$ cat config.mk
export PLATFORM = sky130hd
export DESIGN_NAME = psr_state_regs
export DESIGN_NICKNAME = d
export VERILOG_FILES = /design/src/core/psr_pkg.sv /design/src/core/psr_word_cell.sv /design/src/core/psr_state_regs.sv
export SDC_FILE = /design/constraint.sdc
export NUM_CORES = 2
export LEC_CHECK = 0
export ABC_AREA = 1
export BUFFER_PORTS_ARGS = -buffer_cell sky130_fd_sc_hd__clkbuf_2
export CAP_MARGIN = 5
export CORE_AREA = 2 2 288 290
export CTS_BUF_LIST = sky130_fd_sc_hd__clkbuf_4 sky130_fd_sc_hd__clkbuf_8
export DETAILED_ROUTE_END_ITERATION = 10
export DIE_AREA = 0 0 290 292
export PLACE_DENSITY = 0.74
export SLEW_MARGIN = 20
export SYNTH_ARGS = -nofsm -noshare
export SYNTH_HDL_FRONTEND = slang
export SYNTH_SLANG_ARGS = --single-unit
export TNS_END_PERCENT = 100
$ cat constraint.sdc
create_clock -name core_clk_in -period 2.5 [get_ports core_clk_in]
set_clock_uncertainty 0.15 [all_clocks]
set_input_delay 0.5 -clock core_clk_in [delete_from_list [all_inputs] [get_ports core_clk_in]]
set_output_delay 0.5 -clock core_clk_in [all_outputs]
set_load 0.01 [all_outputs]
$ cat src/core/psr_pkg.sv
// Constants, field layout and carrier types for the processor state registers.
// Assumes a single processor clock and a synchronous, active-high module reset.
package psr_pkg;

  // ****************************************
  // Sizes
  // ****************************************
  localparam int DATA_W = 32;
  localparam int ADDR_W = 8;
  localparam int GEN_COUNT = 16;
  localparam int GEN_IDX_W = 4;
  localparam int INT_REG_COUNT = 8;
  localparam int INT_REG_IDX_W = 3;
  localparam int INT_REG_NUM_W = 6;
  localparam int WORD_LSB = 2;

  // ****************************************
  // Register map of the plain register port
  // ****************************************
  localparam logic [ADDR_W-1:0] GEN_BASE_ADDR = 8'h00;
  localparam logic [ADDR_W-1:0] GEN_SPACE_MASK = 8'hC3;
  localparam logic [ADDR_W-1:0] STATUS_ADDR = 8'h40;

  // ****************************************
  // Status longword values and masks
  // ****************************************
  localparam logic [DATA_W-1:0] STATUS_RESET = 32'h041F_0000;
  // Implemented bits: compatibility flag and must-be-zero positions excluded.
  localparam logic [DATA_W-1:0] STATUS_IMPL_MASK = 32'h4FDF_00FF;
  localparam logic [DATA_W-1:0] STATUS_LOW_MASK = 32'h0000_FFFF;
  localparam logic [DATA_W-1:0] WORD_ZERO = 32'h0000_0000;
  localparam logic [DATA_W-1:0] WORD_ONES = 32'hFFFF_FFFF;
  localparam logic [1:0] MODE_KERNEL = 2'h0;

  // ****************************************
  // Dedicated general register indices
  // ****************************************
  localparam logic [GEN_IDX_W-1:0] PROG_COUNTER_IDX = 4'hF;
  localparam logic [GEN_IDX_W-1:0] STACK_IDX = 4'hE;
  localparam logic [GEN_IDX_W-1:0] FRAME_IDX = 4'hD;
  localparam logic [GEN_IDX_W-1:0] ARG_IDX = 4'hC;

  // ****************************************
  // Carrier types
  // ****************************************
  typedef struct packed {
    logic compatibility_flag;
    logic trace_pending;
    logic [1:0] must_be_zero_hi;
    logic first_part_done;
    logic on_interrupt_stack;
    logic [1:0] present_privilege_mode;
    logic [1:0] prior_privilege_mode;
    logic must_be_zero_mid;
    logic [4:0] cpu_priority_level;
    logic [7:0] must_be_zero_lo;
    logic decimal_overflow_enable;
    logic float_underflow_enable;
    logic integer_overflow_enable;
    logic trace_enable;
    logic cond_negative;
    logic cond_zero;
    logic cond_overflow;
    logic cond_carry;
  } psr_status_t;

  typedef struct packed {
    logic wr;
    logic rd;
    logic [ADDR_W-1:0] addr;
    logic [DATA_W-1:0] wdata;
  } psr_bus_req_t;

  typedef struct packed {
    logic push_status;
    logic ctx_save;
    logic load_status;
    logic [DATA_W-1:0] status_data;
    logic gen_wr;
    logic [GEN_IDX_W-1:0] gen_idx;
    logic [DATA_W-1:0] gen_data;
  } psr_exc_req_t;

  typedef struct packed {
    logic move_to;
    logic move_from;
    logic [INT_REG_NUM_W-1:0] number;
    logic [DATA_W-1:0] wdata;
  } psr_move_req_t;

endpackage : psr_pkg

$ cat src/core/psr_word_cell.sv
// One storage word with a per-bit write mask and a fixed reset value.
// Assumes the parent resolves write priority before driving the enable.
`timescale 1ns/1ps
`default_nettype none

module psr_word_cell #(
  parameter int WIDTH = 32,
  parameter logic [WIDTH-1:0] RESET_VALUE = '0
) (
  input wire logic clk_in,
  input wire logic rst_in,
  input wire logic wr_en_in,
  input wire logic [WIDTH-1:0] wr_mask_in,
  input wire logic [WIDTH-1:0] wr_data_in,
  output var logic [WIDTH-1:0] value_out
);

  // ****************************************
  // Masked merge
  // ****************************************
  logic [WIDTH-1:0] next_value;

  // Masked bits take new data; the rest keep their stored value.
  assign next_value = (value_out & ~wr_mask_in) | (wr_data_in & wr_mask_in);

  // Storage updates on each rising edge with the merged word when enabled.
  always_ff @(posedge clk_in) begin
    if (rst_in) begin
      value_out <= RESET_VALUE;
    end else if (wr_en_in) begin
      value_out <= next_value;
    end
  end

endmodule : psr_word_cell

`default_nettype wire

$ cat src/core/psr_state_regs.sv
// Processor state: general registers, status longword and internal registers.
// Assumes the execution unit drives the register port and the exception
// sequencer drives its own request group, both synchronous to core_clk_in.
`timescale 1ns/1ps
`default_nettype none

// Notes on behaviour
// - General registers and the low status word are open to every mode, the upper status half only to kernel mode.
// - Internal registers are reached only by the move-to and move-from instructions, and only in kernel mode.
// - There are sixteen general registers of 32 bits each, bit 0 least significant.
// - Register 15 is the program counter, 14 the stack pointer, 13 the frame pointer and 12 the argument pointer.
// - An exception or interrupt pushes the status longword, and a context switch stores it to the process control block.
// - Reset loads the status longword with 041F0000 hexadecimal.
// - Status bit 31 always reads zero and a written one there has no effect.
// - The upper status half holds trace pending, first part done, interrupt stack, both modes and the priority level.
// - Status bit 7 is plain read and write storage that steers nothing.
// - Status bits 6, 5 and 4 hold the underflow, integer overflow and trace enables.
// - Status bits 3 to 0 hold the negative, zero, overflow and carry condition codes.
module psr_state_regs (
  input wire logic core_clk_in,
  input wire logic sys_rst_in,
  input wire psr_pkg::psr_bus_req_t bus_req_in,
  output var logic [psr_pkg::DATA_W-1:0] bus_rdata_out,
  input wire psr_pkg::psr_exc_req_t exc_req_in,
  input wire psr_pkg::psr_move_req_t move_req_in,
  output var logic [psr_pkg::DATA_W-1:0] move_rdata_out,
  output var logic access_fault_out,
  output var psr_pkg::psr_status_t status_out,
  output var logic [psr_pkg::DATA_W-1:0] saved_status_out,
  output var logic push_strobe_out,
  output var logic pcb_store_out,
  output var logic [psr_pkg::DATA_W-1:0] program_counter_out,
  output var logic [psr_pkg::DATA_W-1:0] stack_pointer_out,
  output var logic [psr_pkg::DATA_W-1:0] frame_pointer_out,
  output var logic [psr_pkg::DATA_W-1:0] argument_pointer_out
);
  import psr_pkg::*;

  // ****************************************
  // Storage outputs
  // ****************************************
  logic [DATA_W-1:0] gen_q [GEN_COUNT];
  logic [DATA_W-1:0] int_reg_q [INT_REG_COUNT];
  logic [DATA_W-1:0] status_q;

  // ****************************************
  // Register port decode
  // ****************************************
  logic kernel_mode;
  logic bus_hit_gen;
  logic bus_hit_status;
  logic bus_unmapped;
  logic [GEN_IDX_W-1:0] bus_gen_idx;

  // Privilege comes from the live mode field, so a mode change is felt next cycle.
  assign kernel_mode = status_out.present_privilege_mode == MODE_KERNEL;
  assign bus_hit_gen = (bus_req_in.addr & GEN_SPACE_MASK) == GEN_BASE_ADDR;
  assign bus_hit_status = bus_req_in.addr == STATUS_ADDR;
  assign bus_unmapped = !bus_hit_gen && !bus_hit_status;
  assign bus_gen_idx = bus_req_in.addr[WORD_LSB +: GEN_IDX_W];

  // ****************************************
  // General registers
  // ****************************************
  logic [GEN_COUNT-1:0] gen_exc_hit;
  logic [GEN_COUNT-1:0] gen_bus_hit;
  logic [GEN_COUNT-1:0] gen_wr_en;
  logic [DATA_W-1:0] gen_wr_data [GEN_COUNT];

  // Each word arbitrates its own two writers; the sequencer takes precedence.
  for (genvar gi = 0; gi < GEN_COUNT; gi++) begin : g_gen
    assign gen_exc_hit[gi] = exc_req_in.gen_wr
      && exc_req_in.gen_idx == GEN_IDX_W'(gi);
    assign gen_bus_hit[gi] = bus_req_in.wr && bus_hit_gen
      && bus_gen_idx == GEN_IDX_W'(gi);
    assign gen_wr_en[gi] = gen_exc_hit[gi] || gen_bus_hit[gi];
    assign gen_wr_data[gi] = gen_exc_hit[gi] ? exc_req_in.gen_data
      : bus_req_in.wdata;

    psr_word_cell #(
      .WIDTH(DATA_W),
      .RESET_VALUE(WORD_ZERO)
    ) u_gen_cell (
      .clk_in(core_clk_in),
      .rst_in(sys_rst_in),
      .wr_en_in(gen_wr_en[gi]),
      .wr_mask_in(WORD_ONES),
      .wr_data_in(gen_wr_data[gi]),
      .value_out(gen_q[gi])
    );
  end

  // Dedicated pointer roles are plain views of the stored words.
  assign program_counter_out = gen_q[PROG_COUNTER_IDX];
  assign stack_pointer_out = gen_q[STACK_IDX];
  assign frame_pointer_out = gen_q[FRAME_IDX];
  assign argument_pointer_out = gen_q[ARG_IDX];

  // ****************************************
  // Status longword
  // ****************************************
  logic status_exc_wr;
  logic status_bus_wr;
  logic status_wr_en;
  logic [DATA_W-1:0] status_wr_data;
  logic [DATA_W-1:0] status_wr_mask;
  logic [DATA_W-1:0] status_bus_mask;
  logic [DATA_W-1:0] status_view;

  // Outside kernel mode only the low word is writable; the upper half holds.
  assign status_bus_mask = kernel_mode ? STATUS_IMPL_MASK
    : (STATUS_IMPL_MASK & STATUS_LOW_MASK);
  assign status_exc_wr = exc_req_in.load_status;
  assign status_bus_wr = bus_req_in.wr && bus_hit_status;
  assign status_wr_en = status_exc_wr || status_bus_wr;
  assign status_wr_data = status_exc_wr ? exc_req_in.status_data
    : bus_req_in.wdata;
  // The implemented mask never covers bit 31 or the must-be-zero positions,
  // so those read zero whatever a careless writer sends.
  assign status_wr_mask = status_exc_wr ? STATUS_IMPL_MASK
    : status_bus_mask;

  psr_word_cell #(
    .WIDTH(DATA_W),
    .RESET_VALUE(STATUS_RESET)
  ) u_status_cell (
    .clk_in(core_clk_in),
    .rst_in(sys_rst_in),
    .wr_en_in(status_wr_en),
    .wr_mask_in(status_wr_mask),
    .wr_data_in(status_wr_data),
    .value_out(status_q)
  );

  // The field layout lives in the struct type; bit 7 feeds nothing here.
  assign status_out = psr_status_t'(status_q);
  // Non-kernel reads of the status see only the low word.
  assign status_view = kernel_mode ? status_q
    : (status_q & STATUS_LOW_MASK);

  // ****************************************
  // Internal processor registers
  // ****************************************
  logic move_allowed;
  logic move_in_range;
  logic [INT_REG_IDX_W-1:0] move_idx;
  logic [INT_REG_COUNT-1:0] int_wr_en;

  // Only the move instructions reach this space, and only from kernel mode.
  assign move_allowed = kernel_mode;
  assign move_in_range = move_req_in.number < INT_REG_NUM_W'(INT_REG_COUNT);
  assign move_idx = move_req_in.number[INT_REG_IDX_W-1:0];

  // Unimplemented numbers read zero and ignore writes.
  for (genvar ri = 0; ri < INT_REG_COUNT; ri++) begin : g_int
    assign int_wr_en[ri] = move_req_in.move_to && move_allowed && move_in_range
      && move_idx == INT_REG_IDX_W'(ri);

    psr_word_cell #(
      .WIDTH(DATA_W),
      .RESET_VALUE(WORD_ZERO)
    ) u_int_cell (
      .clk_in(core_clk_in),
      .rst_in(sys_rst_in),
      .wr_en_in(int_wr_en[ri]),
      .wr_mask_in(WORD_ONES),
      .wr_data_in(move_req_in.wdata),
      .value_out(int_reg_q[ri])
    );
  end

  // ****************************************
  // Read data and fault reporting
  // ****************************************
  logic [DATA_W-1:0] next_bus_rdata;
  logic [DATA_W-1:0] next_move_rdata;
  logic next_fault;
  logic move_refused;

  assign next_bus_rdata = bus_hit_gen ? gen_q[bus_gen_idx]
    : (bus_hit_status ? status_view : WORD_ZERO);
  assign next_move_rdata = (move_allowed && move_in_range) ? int_reg_q[move_idx]
    : WORD_ZERO;
  assign move_refused = (move_req_in.move_to || move_req_in.move_from)
    && !move_allowed;
  assign next_fault = ((bus_req_in.wr || bus_req_in.rd) && bus_unmapped)
    || move_refused;

  // Read data appear in the cycle after the strobe and hold until the next read.
  always_ff @(posedge core_clk_in) begin
    if (sys_rst_in) begin
      bus_rdata_out <= WORD_ZERO;
      move_rdata_out <= WORD_ZERO;
      access_fault_out <= 1'b0;
    end else begin
      if (bus_req_in.rd) begin
        bus_rdata_out <= next_bus_rdata;
      end
      if (move_req_in.move_from) begin
        move_rdata_out <= next_move_rdata;
      end
      access_fault_out <= next_fault;
    end
  end

  // ****************************************
  // Exception and context save
  // ****************************************
  // The value captured is the one before any load in the same cycle,
  // which is what the stack frame must hold.
  always_ff @(posedge core_clk_in) begin
    if (sys_rst_in) begin
      push_strobe_out <= 1'b0;
      pcb_store_out <= 1'b0;
      saved_status_out <= WORD_ZERO;
    end else begin
      push_strobe_out <= exc_req_in.push_status;
      pcb_store_out <= exc_req_in.ctx_save;
      if (exc_req_in.push_status || exc_req_in.ctx_save) begin
        saved_status_out <= status_q;
      end
    end
  end
endmodule : psr_state_regs

`default_nettype wire

# Word level (Yosys, flattened, before mapping)
# Cells that the tools add are included.
classes:
  add_sub_neg: 0
  multipliers: 0
  div: 0
  order_cmp: 3
  eq_ne: 38
  shifts: 0
  n_mux: 29
  bitwise: 6
  reduce_logical: 77
op_table:
  columns: ["operator", "count"]
  rows:
  - ["2-to-1 mux 32 bit", 25]
  - ["binary-select mux 32 bit (select 4 bit)", 1]
  - ["binary-select mux 32 bit (select 3 bit)", 1]
  - ["equality test 4 bit (second input constant)", 16]
  - ["2-to-1 mux 31 bit", 2]
  - ["logical AND 1 bit", 48]
  - ["AND 32 x 31 -> 32 bit", 1]
  - ["AND 32 bit", 1]
  - ["equality test 4 x 3 -> 1 bit (second input constant)", 8]
  - ["NOT 31 -> 32 bit", 1]
  - ["bitwise OR 32 bit", 1]
  - ["logical OR 1 bit", 21]
  - ["equality test 4 x 2 -> 1 bit (second input constant)", 4]
  - ["equality test 3 bit (second input constant)", 4]
  - ["equality test 4 x 1 -> 1 bit (second input constant)", 2]
  - ["equality test 8 x 7 -> 1 bit (second input constant)", 1]
  - ["zero test 4 bit", 2]
  - ["zero test 8 bit", 1]
  - ["equality test 3 x 2 -> 1 bit (second input constant)", 2]
  - ["less-than comparator 6 x 4 -> 1 bit (second input constant)", 1]
  - [">= comparator 5 bit (second input constant)", 1]
  - ["NOT 4 -> 5 bit", 1]
  - [">= comparator 4 bit (second input constant)", 1]
  - ["NOT 3 -> 4 bit", 1]
  - ["other kinds (4)", 6]
totals:
  ff_bits: 899
  latchBits: 0
  mem_bits_rw: 0
  rom_bits: 0
  inputBits: 156
  out_inout_bits: 259
  word_cells: 184
  mem_count: 0

# Longest topological paths before layout
depth:
  depth_word: 6
  depth_mapped: 12
  mapped_depth_nobuf: 10

# By module
# From an unflattened synthesis, not the netlist that was laid out.
hier_totals:
  cells_unflattened: 9190
  hier_area_um2: 52361.5
modules_own_cells:
  columns: ["mod", "instances", "cells_each", "area_per_inst_um2", "seq_area_each_um2"]
  rows:
  - ["psr_word_cell (g_gen[0].u_gen_cell ...)", 24, 231, 1440.1, 640.6]
  - ["psr_state_regs", 1, 3426, 16417.0, 1981.9]
  - ["psr_word_cell (u_status_cell)", 1, 220, 1381.3, 640.6]

# Worst setup path after synthesis
# No wires, ideal clock.
synth_path:
  kind: "input to register"
  from: "input bus_req_in[34] (netlist bit)"
  to: "register with a tool-made name"
  setup_ps: 116
  arrival_ps: 1673
  required_ps: 2234
  path_slack_ps: 561
  cell_stages: 9
  n_path_buf: 1
  path_cell_list: "buf_2 nor2_4 nand3_2 nor2_8 nand2_2 nand2_1 inv_1 nor2_1 nor2_1"
synth_rtl:
  columns: ["element", "line", "source"]
  rows:
  - ["start, declared", "psr_state_regs.sv:22", "input wire psr_pkg::psr_bus_req_t bus_req_in,"]

# Final worst setup path
layout_path:
  from: "register u_status_cell.value_out[7]"
  to: "output status_out[7] (netlist bit)"
layout_rtl:
  columns: ["element", "line", "source"]
  rows:
  - ["start, declared", "psr_word_cell.sv:15", "output var logic [WIDTH-1:0] value_out"]
  - ["start signal, assigned", "psr_word_cell.sv:31", "value_out <= next_value;"]
  - ["end, declared", "psr_state_regs.sv:28", "output var psr_pkg::psr_status_t status_out,"]
# No word-level cell between the ends.

==> impl_results.md <==
- Comb pwr share: 0.101
- 1st-iter DRT viols: 6038
- P per Cell Area: 632 nW/um2
- Final setup violation count: 0
- Max Slew Vio Count: 0
- GRT Total Usage: 0.383
- ANT nets after route: 0
- Synth Register Bits: around 880
- DRT Pass-1 Iters: 9
- Starting density of the core: 0.526
- Layout cell share with drive strength beyond 1: 0.131
- Drc violations: 0
- Register area share after synthesis: 0.408
- Worst Path Required: around 1900 ps
- Overall via count from detail_route: about 48k
- Vias in the first global route: around 43k
- Gpl congestion: around 0.95
- Final period utilization: 0.898
- Net Sw Frac: 0.275
- Max incr delay on CP: around 530 ps
- Final hold viol count: 0
- Design Area, Final: around 50000 um2
- Max_cap viols: 0
- Count of clock tree sinks: roughly 880
- First-pass GRT wire length: 254000 um
- Critical path's slowest cell: dfxtp_1
- Leak: roughly 23 nW
- DR top layer: met5
- Critical-path cell list: clkbuf_2
- Crit path from: u_status_cell.value_out[7]
- Fin nets: a little over 7k
- Sequential Power Share: 0.450
- Cell row count: approximately 110
- PortBufs: ~380
- Die height: between 200 and 300 um
- Post-Place Setup Slack: 15.3 ps
- Clock Latency Late Sink: roughly 870 ps
- Max IR drop VDD: ~0.00052 V
- Synth Cell Area: between 40000 and 50000 um2
- Post-Place Cells: between 7k and 8k
- Most common cell after layout, fill and taps aside: nand2_1
- CP delay by family, top: flip-flops
- Setup tns final: 0 ps
- GRT Residual Overflow: 0
- Die Width: 290 um
- Number of buffers created by CTS: roughly 150
- Buf/Inv on CP: 1
- CTS tree: built
- Avg Synthesized Cell Area: around 6.3 um2
- Final Critical Period: 2240 ps
- Clock slew at reported path FFs: approximately 60 ps
- Synth warn: 0
- Clock power share: 0.450
- Worst hold path type: input pin to flop
- Area grow syn2layout: 18.0%
- Setup crit end kind: primary output
- Crit start category: flop
- CTS H-Tree Depth: 4
- Internal power: ~23 mW
- Crit Path Max Fanout: 4
- # IOs: ~420
- CTS root buf: clkbuf_8
- F_max: roughly 450 MHz
- Finished Layout Cells: between 8k and 9k
- Unique cell type count in the Yosys netlist: 29
- WL met2: just over 70000 um
- Max Buffers Root-to-Sink: 3
- Largest net degree at the start of global routing: about 110
- Initial antenna violation count: 15
- Core Area: approximately 82000 um2
- Post_cts resized: 0
- Worst EP arrival: ~1600 ps
- WS Path Type: flop to primary output
- Dpl hpwl: between 100000 and 150000 um
- Worst Tran Pin Value: 748 ps
- Max transition margin: 0.501
- Most frequent cells in the layout: nand2_1, o21ai_0, nor2_1
- Net Switching: slightly below 9 mW
- Outcome: complete, no violations
- RSZ-0062 raised after global routing: no
- Overall power: around 32 mW
- Avg WL per Cell: slightly above 20 um
- Met3 Wirelength: 23200 um
- Placed Instance Area: approximately 46000 um2
- Vias per cell: about 5.7
- Mapped Cells: roughly 6.8k
- Final wirelength: 168000 um
- Hold path start: exc_req_in[15]
- PnR worst setup slack: between 200 and 300 ps
- DRT met1 WL: 65300 um
- Die area: 84700 um2
[flip-flops by register name, indices dropped and copies added (netlist names), named ones only]
register	cells
bus_rdata_out	32
push_strobe_out	1
pcb_store_out	1
move_rdata_out	32
g_gen.u_gen_cell.value_out	512
saved_status_out	20
u_status_cell.value_out	8
access_fault_out	1
g_int.u_int_cell.value_out	256
[repair_timing]
action	CTS	global route
endpoints found under the setup margin	0	0
setup buffers	0	0
hold endpoints to repair	420	0
hold buffers	92	0
[Yosys cell counts]
cell	n	area share
nand2_1	1821	0.16
o21ai_0	1326	0.15
nor2_1	1238	0.11
dfxtp_1	875	0.41
clkbuf_1	354	0.031
inv_1	295	0.026
a21oi_1	286	0.033
buf_2	172	0.020
nand3_1	149	0.017
o21ai_1	74	0.0086
o22ai_1	63	0.0092
o2111ai_1	30	0.0061
buf_4	25	0.0044
buf_1	24	0.0021
nor2_2	15	0.0022
inv_2	12	0.0010
o21ai_2	11	0.0022
a22oi_1	9	0.0016
nor2_4	7	0.0018
nand2_2	5	0.00073
clkinv_1	4	0.00035
nor3_1	3	0.00035
nand4_1	2	0.00029
conb_1	1	0.000087
nand2_4	1	0.00026
nand3_2	1	0.00023
nand3b_1	1	0.00017
nor2_8	1	0.00047
nor3_2	1	0.00023
[power by group through the flow]
stage	logic, mW	registers, mW	clock network [mW]
after floorplan	1.68	14.7	0
after global placement	2.92	14.7	0
after detailed placement	2.95	14.7	0
after CTS	3.10	14.4	14.4
after global routing	3.44	14.4	15.1
final	3.22	14.4	14.4
[tightest hold or removal path, cell delays in order]
cell and delay (ps):
clkbuf_2 250, nand2_1 80, o21ai_0 70, nor2_1 50, nor2_1 80
[cells by family after synthesis]
kind of cell,count (synthesis),synth area share
and+or+nand+nor,3245,0.292
AOI/OAI and AO/OA,1799,0.216
other,1,0.0000873
buffers and inverters,886,0.0847
DFF,875,0.408
[cell type report]
type,count,area (um2)
Clock inverter,24,239
Tap cell,1070,1340
Sequential cell,875,17500
Clock buffer,251,3110
Multi-Input combinational cell,5068,22000
Fill cell,7534,30900
Inverter,311,1180
Timing Repair Buffer,690,5250
Antenna cell,10,25.0
[worst paths after layout]
check                                      endpoint  slack (ps)  cells after the start
setup / recovery                      status_out[7]         260                      1
hold / removal    g_gen[6].u_gen_cell.value_out[15]          40                      5
setup reg to reg   g_int[7].u_int_cell.value_out[5]         360                      8
hold reg to reg    g_int[4].u_int_cell.value_out[0]         290                      2
[stage by stage]
stage | hold slack [ps] | utilization
5_1_grt | 56.9 | 0.621
2_1_floorplan | 273 | -
6_report | 43.0 | 0.621
4_1_cts | 0.528 | 0.621
3_3_place_gp | 280 | 0.568
3_5_place_dp | 285 | 0.568
[metal layers]
layer	GRT usage	up-vias
met5	0	-
met4	0.202	8
met3	0.104	529
met2	0.577	3232
met1	0.502	21482
li1	-	22437
No activity file was read; power rests on OpenSTA's default activity.
